**src/core/adc_ctrl_params.svh**
```systemverilog
`ifndef ADC_CTRL_PARAMS_SVH
`define ADC_CTRL_PARAMS_SVH

`define ADR_CTRL 4'h0
`define ADR_CORNER 4'h1
`define ADR_POWER 4'h2
`define ADR_STATUS 4'h3
`define ADR_OFS_A 4'h4
`define ADR_OFS_B 4'h5

`define CTRL_SHAPE_BIT 0
`define CTRL_OFS_BIT 1
`define CTRL_GAIN_LSB 2
`define CTRL_GAIN_MSB 5
`define CORNER_LO_LSB 0
`define CORNER_LO_MSB 3
`define CORNER_HI_LSB 4
`define CORNER_HI_MSB 7
`define POWER_MODE_LSB 0
`define POWER_MODE_MSB 3
`define POWER_TAU_LSB 4
`define POWER_TAU_MSB 7

`define PINS_GLOBAL 3'h4
`define PINS_STBY_B 3'h5
`define PINS_STBY_A 3'h6
`define PINS_MUX 3'h7

`define LAT_BASE 22
`define LAT_SHAPED 26
`define SHAPE_ON_CYC 10
`define SHAPE_OFF_CYC 6

`define CLK_PERIOD_NS 8
`define WAKE_BUF_NS 100
`define WAKE_STBY_NS 1000
`define WAKE_GLOBAL_NS 20000

`define GAIN_MAX 4'hC
`define GAIN_FRAC 10
`define TAU_MAX 4'hB
`define TAU_BASE_SHIFT 18
`define OFS_LIMIT 10
`define SAMP_MAX 1023
`define SAMP_MIN -1024

`endif

```
**src/core/adc_ctrl_pkg.sv**
```systemverilog
package adc_ctrl_pkg;

  typedef logic signed [10:0] sample_type;

  typedef struct packed {
    sample_type a;
    sample_type b;
  } sample_pair_type;

  typedef enum logic [3:0] {
    PWR_NORMAL = 4'h0,
    PWR_BUF_B = 4'h9,
    PWR_BUF_A = 4'hA,
    PWR_BUF_AB = 4'hB,
    PWR_GLOBAL = 4'hC,
    PWR_STBY_B = 4'hD,
    PWR_STBY_A = 4'hE,
    PWR_MUX = 4'hF
  } pwr_mode_type;

  typedef enum logic [1:0] {
    SH_OFF = 2'h0,
    SH_ARMING = 2'h1,
    SH_ON = 2'h3,
    SH_DISARM = 2'h2
  } shape_state_type;

  typedef struct packed {
    logic [3:0] corner_hi;
    logic [3:0] corner_lo;
    logic [3:0] tau;
    logic [3:0] pwr;
    logic [3:0] gain;
    logic ofs_en;
    logic shape_en;
  } ctrl_type;

endpackage

```
**src/core/adc_digital_processing_control.sv**
```systemverilog
// Design decisions made here: the plain strobed port and the register offsets.
`timescale 1ns/1ps
`default_nettype none
`include "adc_ctrl_params.svh"
// Overview of operation
// - Shaping active lengthens output latency by four cycles, to 26 in total.
// - Shaping becomes fully active 10 cycles after the enabling register write.
// - After shaping is disabled, unshaped samples return after 6 cycles.
// - Shaping adds no group delay; only the fixed latency changes.
// - Gain is selectable from 0 dB to 6 dB in 0.5 dB steps.
// - Full scale shrinks with gain, 2 Vpp at 0 dB to 1 Vpp at 6 dB.
// - Gain comes out of reset at 0 dB.
// - Offset loop estimates and cancels dc offset within plus or minus 10 mV.
// - While enabled, the loop updates and subtracts its estimate every cycle.
// - Clearing the enable freezes the estimate, which is still subtracted.
// - Offset correction is disabled after reset.
// - Time-constant code 0 gives 256k cycles, doubling to 512M; 1100-1111 reserved.
// - Mode 0000 normal; 1001, 1010, 1011 float B, A or both outputs.
// - Mode 1100 global down, 1101 standby B, 1110 standby A.
// - Mode 1111 interleaves both channels on the channel A bus.
// - In pin configuration three pins select modes; no buffer disable there.
// - Valid data returns 100 ns, 1 us or 20 us after the respective mode.
// - Global down turns off converters, reference and drivers; outputs float.
// - Corner codes pick corners; shaping centre sits midway between them.
// - Shaping is disabled after reset.
module adc_digital_processing_control
  import adc_ctrl_pkg::*;
#(
  parameter int ACC_W = 41 // Offset accumulator width.
) (
  input wire logic sys_clk, // System clock, 125 MHz.
  input wire logic rst, // Asynchronous reset, active high.
  input wire logic [3:0] reg_addr, // Register address.
  input wire logic [15:0] reg_wdata, // Register write data.
  input wire logic reg_wr, // Write strobe.
  input wire logic reg_rd, // Read strobe.
  output logic [15:0] reg_rdata, // Read data, cycle after the strobe.
  input wire sample_pair_type samp_in, // Raw converter samples.
  input wire logic par_cfg, // High selects pin control of power modes.
  input wire logic mode_pin_one, // Mode control pin one.
  input wire logic mode_pin_two, // Mode control pin two.
  input wire logic mode_pin_three, // Mode control pin three.
  output sample_type chan_a_out, // Channel A output bus.
  output logic chan_a_oe, // Channel A drivers enabled.
  output sample_type chan_b_out, // Channel B output bus.
  output logic chan_b_oe, // Channel B drivers enabled.
  output logic chan_a_valid, // Channel A data valid.
  output logic chan_b_valid, // Channel B data valid.
  output logic conv_a_on, // Channel A converter powered.
  output logic conv_b_on, // Channel B converter powered.
  output logic ref_on, // Internal reference powered.
  output logic shaping_active // Shaped latency in force.
);

  localparam int PIPE_D = `LAT_SHAPED - 1;
  localparam int WAKE_BUF_CYC = (`WAKE_BUF_NS / `CLK_PERIOD_NS) < 1 ? 1 : `WAKE_BUF_NS / `CLK_PERIOD_NS;
  localparam int WAKE_STBY_CYC = (`WAKE_STBY_NS / `CLK_PERIOD_NS) < 1 ? 1 : `WAKE_STBY_NS / `CLK_PERIOD_NS;
  localparam int WAKE_GLB_CYC = (`WAKE_GLOBAL_NS / `CLK_PERIOD_NS) < 1 ? 1 : `WAKE_GLOBAL_NS / `CLK_PERIOD_NS;

  function automatic pwr_mode_type decode_mode(input logic [3:0] code);
    decode_mode = (code inside {PWR_BUF_B, PWR_BUF_A, PWR_BUF_AB, PWR_GLOBAL, PWR_STBY_B, PWR_STBY_A, PWR_MUX}) ?
      pwr_mode_type'(code) : PWR_NORMAL;
  endfunction

  function automatic pwr_mode_type pin_mode(input logic [2:0] pins);
    case (pins)
      `PINS_GLOBAL: pin_mode = PWR_GLOBAL;
      `PINS_STBY_B: pin_mode = PWR_STBY_B;
      `PINS_STBY_A: pin_mode = PWR_STBY_A;
      `PINS_MUX: pin_mode = PWR_MUX;
      default: pin_mode = PWR_NORMAL;
    endcase
  endfunction

  // Q2.10 linear factor for each half-decibel step, so 6 dB halves the full scale.
  function automatic logic [11:0] gain_factor(input logic [3:0] idx);
    case (idx)
      4'h0: gain_factor = 12'h400;
      4'h1: gain_factor = 12'h43D;
      4'h2: gain_factor = 12'h47D;
      4'h3: gain_factor = 12'h4C1;
      4'h4: gain_factor = 12'h509;
      4'h5: gain_factor = 12'h556;
      4'h6: gain_factor = 12'h5A7;
      4'h7: gain_factor = 12'h5FD;
      4'h8: gain_factor = 12'h658;
      4'h9: gain_factor = 12'h6B9;
      4'hA: gain_factor = 12'h71E;
      4'hB: gain_factor = 12'h78B;
      default: gain_factor = 12'h7FB;
    endcase
  endfunction

  // Corner frequency in thousandths of the sample rate.
  function automatic logic [9:0] corner_milli(input logic [3:0] code);
    case (code)
      4'h0: corner_milli = 10'h0FA;
      4'h1: corner_milli = 10'h10E;
      4'h2: corner_milli = 10'h122;
      4'h3: corner_milli = 10'h137;
      4'h4: corner_milli = 10'h14D;
      4'h5: corner_milli = 10'h165;
      4'h6: corner_milli = 10'h181;
      4'h7: corner_milli = 10'h1A4;
      4'h8: corner_milli = 10'h000;
      4'h9: corner_milli = 10'h050;
      4'hA: corner_milli = 10'h073;
      4'hB: corner_milli = 10'h08F;
      4'hC: corner_milli = 10'h0A7;
      4'hD: corner_milli = 10'h0BD;
      4'hE: corner_milli = 10'h0D2;
      default: corner_milli = 10'h0E6;
    endcase
  endfunction

  function automatic sample_type sat11(input logic signed [24:0] v);
    if (v > `SAMP_MAX) begin
      sat11 = sample_type'(`SAMP_MAX);
    end else if (v < `SAMP_MIN) begin
      sat11 = sample_type'(`SAMP_MIN);
    end else begin
      sat11 = v[10:0];
    end
  endfunction

  function automatic sample_type ofs_clamp(input logic signed [ACC_W-1:0] v);
    if (v > `OFS_LIMIT) begin
      ofs_clamp = sample_type'(`OFS_LIMIT);
    end else if (v < -`OFS_LIMIT) begin
      ofs_clamp = sample_type'(-`OFS_LIMIT);
    end else begin
      ofs_clamp = v[10:0];
    end
  endfunction

  ctrl_type ctrl_reg;
  shape_state_type shape_reg;
  logic [3:0] shape_cnt_reg;
  pwr_mode_type mode_reg;
  pwr_mode_type mode_next;
  logic [11:0] wake_cnt_reg;
  logic mux_phase_reg;
  logic signed [ACC_W-1:0] acc_reg [2];
  sample_type est_reg [2];
  sample_pair_type pipe_reg [PIPE_D];
  sample_type samp_ch [2];
  sample_type corr [2];
  sample_pair_type proc_pair;
  sample_pair_type tap_pair;
  logic [3:0] gain_eff;
  logic [3:0] tau_eff;
  logic [5:0] tau_shift;
  logic [9:0] center_milli;
  logic [10:0] corner_sum;
  logic shaped_lat;
  logic [4:0] tap_idx;
  logic signed [24:0] prod;

  assign gain_eff = (ctrl_reg.gain > `GAIN_MAX) ? `GAIN_MAX : ctrl_reg.gain;
  assign tau_eff = (ctrl_reg.tau > `TAU_MAX) ? `TAU_MAX : ctrl_reg.tau;
  assign tau_shift = 6'(`TAU_BASE_SHIFT) + 6'(tau_eff);
  assign corner_sum = 11'(corner_milli(ctrl_reg.corner_lo)) + 11'(corner_milli(ctrl_reg.corner_hi));
  assign center_milli = corner_sum[10:1];
  assign mode_next = par_cfg ? pin_mode({mode_pin_one, mode_pin_two, mode_pin_three})
    : decode_mode(ctrl_reg.pwr);
  assign shaped_lat = (shape_reg == SH_ON) || (shape_reg == SH_DISARM);
  // Tap moves by four stages only; the processing path itself is untouched by shaping.
  assign tap_idx = shaped_lat ? 5'(`LAT_SHAPED - 2) : 5'(`LAT_BASE - 2);
  assign tap_pair = pipe_reg[tap_idx];

  always_comb begin
    samp_ch[0] = samp_in.a;
    samp_ch[1] = samp_in.b;
    prod = '0;
    proc_pair = '0;
    for (int c = 0; c < 2; c++) begin
      corr[c] = sat11(25'(samp_ch[c]) - 25'(est_reg[c]));
      prod = 25'(corr[c]) * $signed({1'b0, gain_factor(gain_eff)});
      if (c == 0) begin
        proc_pair.a = sat11(prod >>> `GAIN_FRAC);
      end else begin
        proc_pair.b = sat11(prod >>> `GAIN_FRAC);
      end
    end
  end

  always_ff @(posedge sys_clk or posedge rst) begin
    if (rst) begin
      ctrl_reg <= '0;
    end else if (reg_wr) begin
      unique case (reg_addr)
        `ADR_CTRL: begin
          ctrl_reg.shape_en <= reg_wdata[`CTRL_SHAPE_BIT];
          ctrl_reg.ofs_en <= reg_wdata[`CTRL_OFS_BIT];
          ctrl_reg.gain <= reg_wdata[`CTRL_GAIN_MSB:`CTRL_GAIN_LSB];
        end
        `ADR_CORNER: begin
          ctrl_reg.corner_lo <= reg_wdata[`CORNER_LO_MSB:`CORNER_LO_LSB];
          ctrl_reg.corner_hi <= reg_wdata[`CORNER_HI_MSB:`CORNER_HI_LSB];
        end
        `ADR_POWER: begin
          ctrl_reg.pwr <= reg_wdata[`POWER_MODE_MSB:`POWER_MODE_LSB];
          ctrl_reg.tau <= reg_wdata[`POWER_TAU_MSB:`POWER_TAU_LSB];
        end
        default: begin
        end
      endcase
    end
  end

  always_ff @(posedge sys_clk or posedge rst) begin
    if (rst) begin
      reg_rdata <= '0;
    end else if (reg_rd) begin
      unique case (reg_addr)
        `ADR_CTRL: reg_rdata <= 16'({gain_eff, ctrl_reg.ofs_en, ctrl_reg.shape_en});
        `ADR_CORNER: reg_rdata <= 16'({ctrl_reg.corner_hi, ctrl_reg.corner_lo});
        `ADR_POWER: reg_rdata <= 16'({ctrl_reg.tau, ctrl_reg.pwr});
        `ADR_STATUS: reg_rdata <= {wake_cnt_reg != 12'h000, shaped_lat, mode_reg, center_milli};
        `ADR_OFS_A: reg_rdata <= 16'(est_reg[0]);
        `ADR_OFS_B: reg_rdata <= 16'(est_reg[1]);
        default: reg_rdata <= '0;
      endcase
    end else begin
      reg_rdata <= '0;
    end
  end

  // A request that flips back mid-count drops the count, so the old mode stays fully intact.
  always_ff @(posedge sys_clk or posedge rst) begin
    if (rst) begin
      shape_reg <= SH_OFF;
      shape_cnt_reg <= '0;
    end else begin
      unique case (shape_reg)
        SH_OFF: begin
          if (ctrl_reg.shape_en) begin
            shape_reg <= SH_ARMING;
            shape_cnt_reg <= 4'h1;
          end
        end
        SH_ARMING: begin
          if (!ctrl_reg.shape_en) begin
            shape_reg <= SH_OFF;
          end else if (shape_cnt_reg == 4'(`SHAPE_ON_CYC - 1)) begin
            shape_reg <= SH_ON;
          end else begin
            shape_cnt_reg <= shape_cnt_reg + 4'h1;
          end
        end
        SH_ON: begin
          if (!ctrl_reg.shape_en) begin
            shape_reg <= SH_DISARM;
            shape_cnt_reg <= 4'h1;
          end
        end
        SH_DISARM: begin
          if (ctrl_reg.shape_en) begin
            shape_reg <= SH_ON;
          end else if (shape_cnt_reg == 4'(`SHAPE_OFF_CYC - 1)) begin
            shape_reg <= SH_OFF;
          end else begin
            shape_cnt_reg <= shape_cnt_reg + 4'h1;
          end
        end
      endcase
    end
  end

  // Freezing both accumulator and estimate keeps the held correction independent of tau writes.
  always_ff @(posedge sys_clk or posedge rst) begin
    if (rst) begin
      for (int c = 0; c < 2; c++) begin
        acc_reg[c] <= '0;
        est_reg[c] <= '0;
      end
    end else if (ctrl_reg.ofs_en) begin
      for (int c = 0; c < 2; c++) begin
        acc_reg[c] <= acc_reg[c] + ACC_W'(samp_ch[c]) - ACC_W'(est_reg[c]);
        est_reg[c] <= ofs_clamp(acc_reg[c] >>> tau_shift);
      end
    end
  end

  always_ff @(posedge sys_clk or posedge rst) begin
    if (rst) begin
      for (int i = 0; i < PIPE_D; i++) begin
        pipe_reg[i] <= '0;
      end
    end else begin
      pipe_reg[0] <= proc_pair;
      for (int i = 1; i < PIPE_D; i++) begin
        pipe_reg[i] <= pipe_reg[i-1];
      end
    end
  end

  always_ff @(posedge sys_clk or posedge rst) begin
    if (rst) begin
      mode_reg <= PWR_NORMAL;
      wake_cnt_reg <= '0;
    end else begin
      mode_reg <= mode_next;
      if (mode_next != mode_reg) begin
        unique case (mode_reg)
          PWR_BUF_A, PWR_BUF_B, PWR_BUF_AB: wake_cnt_reg <= 12'(WAKE_BUF_CYC);
          PWR_STBY_A, PWR_STBY_B: wake_cnt_reg <= 12'(WAKE_STBY_CYC);
          PWR_GLOBAL: wake_cnt_reg <= 12'(WAKE_GLB_CYC);
          default: wake_cnt_reg <= '0;
        endcase
      end else if (wake_cnt_reg != 12'h000) begin
        wake_cnt_reg <= wake_cnt_reg - 12'h001;
      end
    end
  end

  always_ff @(posedge sys_clk or posedge rst) begin
    if (rst) begin
      chan_a_out <= '0;
      chan_b_out <= '0;
      mux_phase_reg <= 1'b0;
      shaping_active <= 1'b0;
    end else begin
      mux_phase_reg <= !mux_phase_reg;
      shaping_active <= shaped_lat;
      chan_b_out <= tap_pair.b;
      if (mode_reg == PWR_MUX) begin
        chan_a_out <= mux_phase_reg ? tap_pair.b : tap_pair.a;
      end else begin
        chan_a_out <= tap_pair.a;
      end
    end
  end

  always_ff @(posedge sys_clk or posedge rst) begin
    if (rst) begin
      chan_a_oe <= 1'b0;
      chan_b_oe <= 1'b0;
      conv_a_on <= 1'b0;
      conv_b_on <= 1'b0;
      ref_on <= 1'b0;
      chan_a_valid <= 1'b0;
      chan_b_valid <= 1'b0;
    end else begin
      chan_a_oe <= !(mode_reg inside {PWR_GLOBAL, PWR_BUF_A, PWR_BUF_AB});
      chan_b_oe <= !(mode_reg inside {PWR_GLOBAL, PWR_BUF_B, PWR_BUF_AB, PWR_MUX});
      conv_a_on <= !(mode_reg inside {PWR_GLOBAL, PWR_STBY_A});
      conv_b_on <= !(mode_reg inside {PWR_GLOBAL, PWR_STBY_B});
      ref_on <= mode_reg != PWR_GLOBAL;
      chan_a_valid <= ~|wake_cnt_reg && !(mode_reg inside {PWR_GLOBAL, PWR_STBY_A, PWR_BUF_A, PWR_BUF_AB});
      chan_b_valid <= ~|wake_cnt_reg && !(mode_reg inside {PWR_GLOBAL, PWR_STBY_B, PWR_BUF_B, PWR_BUF_AB});
    end
  end

  logic [5:0] since_rst_reg; // Edges since reset; latency checks wait until the cleared pipeline has refilled.
  always_ff @(posedge sys_clk or posedge rst) begin
    if (rst) begin
      since_rst_reg <= '0;
    end else if (since_rst_reg != 6'h3F) begin
      since_rst_reg <= since_rst_reg + 6'h01;
    end
  end
endmodule // adc_digital_processing_control
`default_nettype wire

```
**config.mk**
```make
export PLATFORM = sky130hd
export DESIGN_NAME = adc_digital_processing_control
export DESIGN_NICKNAME = d
export VERILOG_FILES = /design/src/core/adc_ctrl_pkg.sv /design/src/core/adc_digital_processing_control.sv
export VERILOG_INCLUDE_DIRS = /design/src /design/src/core
export SDC_FILE = /design/constraint.sdc
export NUM_CORES = 2
export LEC_CHECK = 0
export ABC_AREA = 1
export CORE_ASPECT_RATIO = 0.8
export CORE_MARGIN = 1
export CORE_UTILIZATION = 60
export CTS_BUF_LIST = sky130_fd_sc_hd__clkbuf_2 sky130_fd_sc_hd__clkbuf_4 sky130_fd_sc_hd__clkbuf_8
export CTS_CLUSTER_SIZE = 8
export DETAILED_ROUTE_END_ITERATION = 8
export DONT_BUFFER_PORTS = 1
export PLACE_DENSITY = 0.81
export SYNTH_ARGS = -nofsm -noshare
export SYNTH_HDL_FRONTEND = slang
export SYNTH_SLANG_ARGS = --single-unit
```
**constraint.sdc**
```tcl
create_clock -name sys_clk -period 29.5 [get_ports sys_clk]
set_clock_uncertainty 0.1 [all_clocks]
set_input_delay 4.425 -clock sys_clk [delete_from_list [all_inputs] [get_ports sys_clk]]
set_output_delay 4.425 -clock sys_clk [all_outputs]
set_load 0.01 [all_outputs]
```
==> run summary <==
Syn Nets: 5175
clock insertion delay at the later pin of the skew report: 0.78 ns
Fin. Hold Viols: 0
via count: 31870
number of global-route vias before repair: 31960
CTS Hold Buffers Added: 0
hpwl dp: 74.84 mm
path type of the worst setup path: in2reg
unrepaired setup endpoints after global routing: no
Post-Syn Area: 42230 µm²
Hold WC Path Type: reg2reg
Crit path max-delay family: adder cells
most used cell, CP: nand2_1
Min-Delay Path Depth: 0
drt first pass iters: 6
Slew Limit Fails: 0
GRT Max-Usage Layer: met2
crit start category: input pin
Synth cell types: 60
CTS Buf Count: 111
cts repair resizes: 0
met2 GRT Util: 44.60%
number of DRC markers in iteration 0: 3408
CP max stage delay: 0.60 ns
buffer and inverter count on the worst path: 4
Critical-path top delay cell: fa_1
HP Start: pipe_reg[500]
area growth from synthesis to layout: 7.137%
share of layout cells above drive strength 1: 5.661%
clock sink count: 745
IO Count: 96
Worst-path clk slew: 0.06 ns
max cap viols: 0
worst path arrival time: 11.96 ns
total negative slack: 0 ns
met3 usage: 7.465%
CP max FO: 14
met1 Use GR: 39.68%
CTS tree: built
Routed wire per std cell: 17.85 µm
ys flop type: dfrtp_1
sequential share of the synthesized area: 44.14%
Initial Util: 60.94%
ys async rst share: 100.0%
R2R cell count: 31
Tightest Pin Transition: 1.149 ns
worst reg2reg startpoint: est_reg[10]
status: finished clean
DIE WIDTH: 298.6 µm
Die Y: 239.3 µm
EDFF count, synth: 0
flop-to-flop setup slack: 20.84 ns
CP endpoint kind: flop
routability cong.: 0.9586
most frequent cells in the layout: nand2_1 (911), dfrtp_1 (744), inv_1 (707), nand3_1 (409), nor2_1 (372)
most common library cell in the layout ignoring fill and taps: nand2_1
Setup Viol. Count Final: 0
drc violations: 0
hold endpoint: pipe_reg[478]
Worst EP required: 29.95 ns
Core ar.: 69300 µm²
initial antenna violation count: 3
Avg Cell Area, Syn: 9.153 µm²
Congestion Overflow GR: 0
Final Instance Area: 45250 µm²
Max clock buf depth: 3
GRT Util Overall: 28.90%
clk root buf: clkbuf_8
die area: 71460 µm²
largest net degree at the start of global routing: 145
Synth Register Bits: 745
Worst slew margin: 22.96%
Syn Inst Count: 4614
Synth warnings: 0
fin crit period: 11.52 ns
max frequency: 86.82 MHz
Placed Instance Area: 43200 µm²
max reg flops: 550
CTS H-tree depth: 3
global-route wire length before repair: 164.0 mm
Final nets: 5223
Routed Wire Length: 100.4 mm
reg2reg end: pipe_reg[531]
Post-CTS Setup Inserts: 0
Buffers on Ports: 0
Via density: 5.667
Rows: 86
Final ANT Viol Nets: 0
fin crit share: 39.05%
==> stage by stage <==
step | hold slack, ns | worst slack, ns | utilization, % | instances
finish | 0.1689 | 17.98 | 65.29 | 5624
CTS | 0.1717 | 18.18 | 65.29 | 5623
global placement | 0.2310 | 17.58 | 62.34 | 5473
detailed placement | 0.2347 | 17.44 | 62.34 | 5473
global route | 0.2006 | 17.59 | 65.29 | 5624
floorplan | 0.2312 | 4.069 | - | 4614
==> per-layer routing <==
metal | up-vias | wire length [µm]
met2 | 1484 | 44720
met4 | 2 | 3409
met3 | 251 | 10760
met5 | - | 13
li1 | 14810 | -
met1 | 15330 | 41460
==> cells by family after synthesis <==
group / count (synthesis) / synth area share, %
compound gates: 603 / 8.352
flops: 745 / 44.14
buf+inv: 834 / 7.626
fa+ha+maj: 511 / 19.46
xor+xnor: 96 / 2.053
simple gates: 1814 / 18.11
mux: 11 / 0.2607
==> worst reg2reg max path, delay by kind of cell, from the launching register on <==
kind / cells / cell delay, ns
AO/OA/AOI/OAI: 5 / 1.23
adder cells (fa/ha/maj): 7 / 3.50
buffers and inverters: 7 / 1.61
flip-flops: 1 / 0.32
AND/OR/NAND/NOR: 12 / 1.67
==> cell usage after synthesis, types with 8 or more instances <==
| cell | instances | share of area [%] |
|---|---|---|
| xor2_1 | 49 | 1.0 |
| a31oi_1 | 41 | 0.61 |
| a21oi_1 | 188 | 2.2 |
| nand2_1 | 911 | 8.1 |
| ha_1 | 268 | 7.9 |
| a21o_1 | 24 | 0.43 |
| buf_1 | 10 | 0.089 |
| nor4_1 | 17 | 0.25 |
| nor2_1 | 374 | 3.3 |
| o22ai_1 | 22 | 0.33 |
| buf_2 | 13 | 0.15 |
| a211oi_1 | 10 | 0.18 |
| clkbuf_1 | 61 | 0.54 |
| xnor2_1 | 45 | 0.93 |
| o21ai_0 | 224 | 2.7 |
| nand3_1 | 409 | 4.8 |
| o21bai_1 | 20 | 0.36 |
| nand4_1 | 21 | 0.31 |
| inv_1 | 711 | 6.3 |
| mux2i_1 | 11 | 0.26 |
| a21boi_0 | 8 | 0.14 |
| dfrtp_1 | 745 | 44 |
| inv_2 | 16 | 0.14 |
| nor3_1 | 32 | 0.38 |
| fa_1 | 243 | 12 |
| a221oi_1 | 10 | 0.21 |
| clkinv_1 | 9 | 0.080 |
| o211ai_1 | 11 | 0.20 |
| or2_2 | 23 | 0.34 |
==> area by class of cell <==
cell class | count | area [µm²]
tap | 924 | 1156
fill | 5416 | 24050
clock buffer | 132 | 1735
clock inverter | 18 | 306.5
sequential | 745 | 18640
antenna | 1 | 2.502
multi-input combinational | 3035 | 20380
inverter | 737 | 2776
timing repair buffer | 32 | 240.2
==> how the worst max path moves through the flow <==
stage / startpoint / end / slack (ns) / depth (start not counted)
global placement: samp_in[2] / pipe_reg[537] / 17.58 / 32
global route: samp_in[3] / pipe_reg[537] / 17.59 / 32
floorplan: rst / acc_reg[0] / 4.07 / 1
CTS: samp_in[2] / pipe_reg[537] / 18.18 / 32
finish: samp_in[2] / pipe_reg[531] / 17.98 / 32
detailed placement: samp_in[2] / pipe_reg[537] / 17.44 / 32
Power is not shown: default switching activity piles up to over one toggle a cycle in this logic, so the estimate is an artifact.
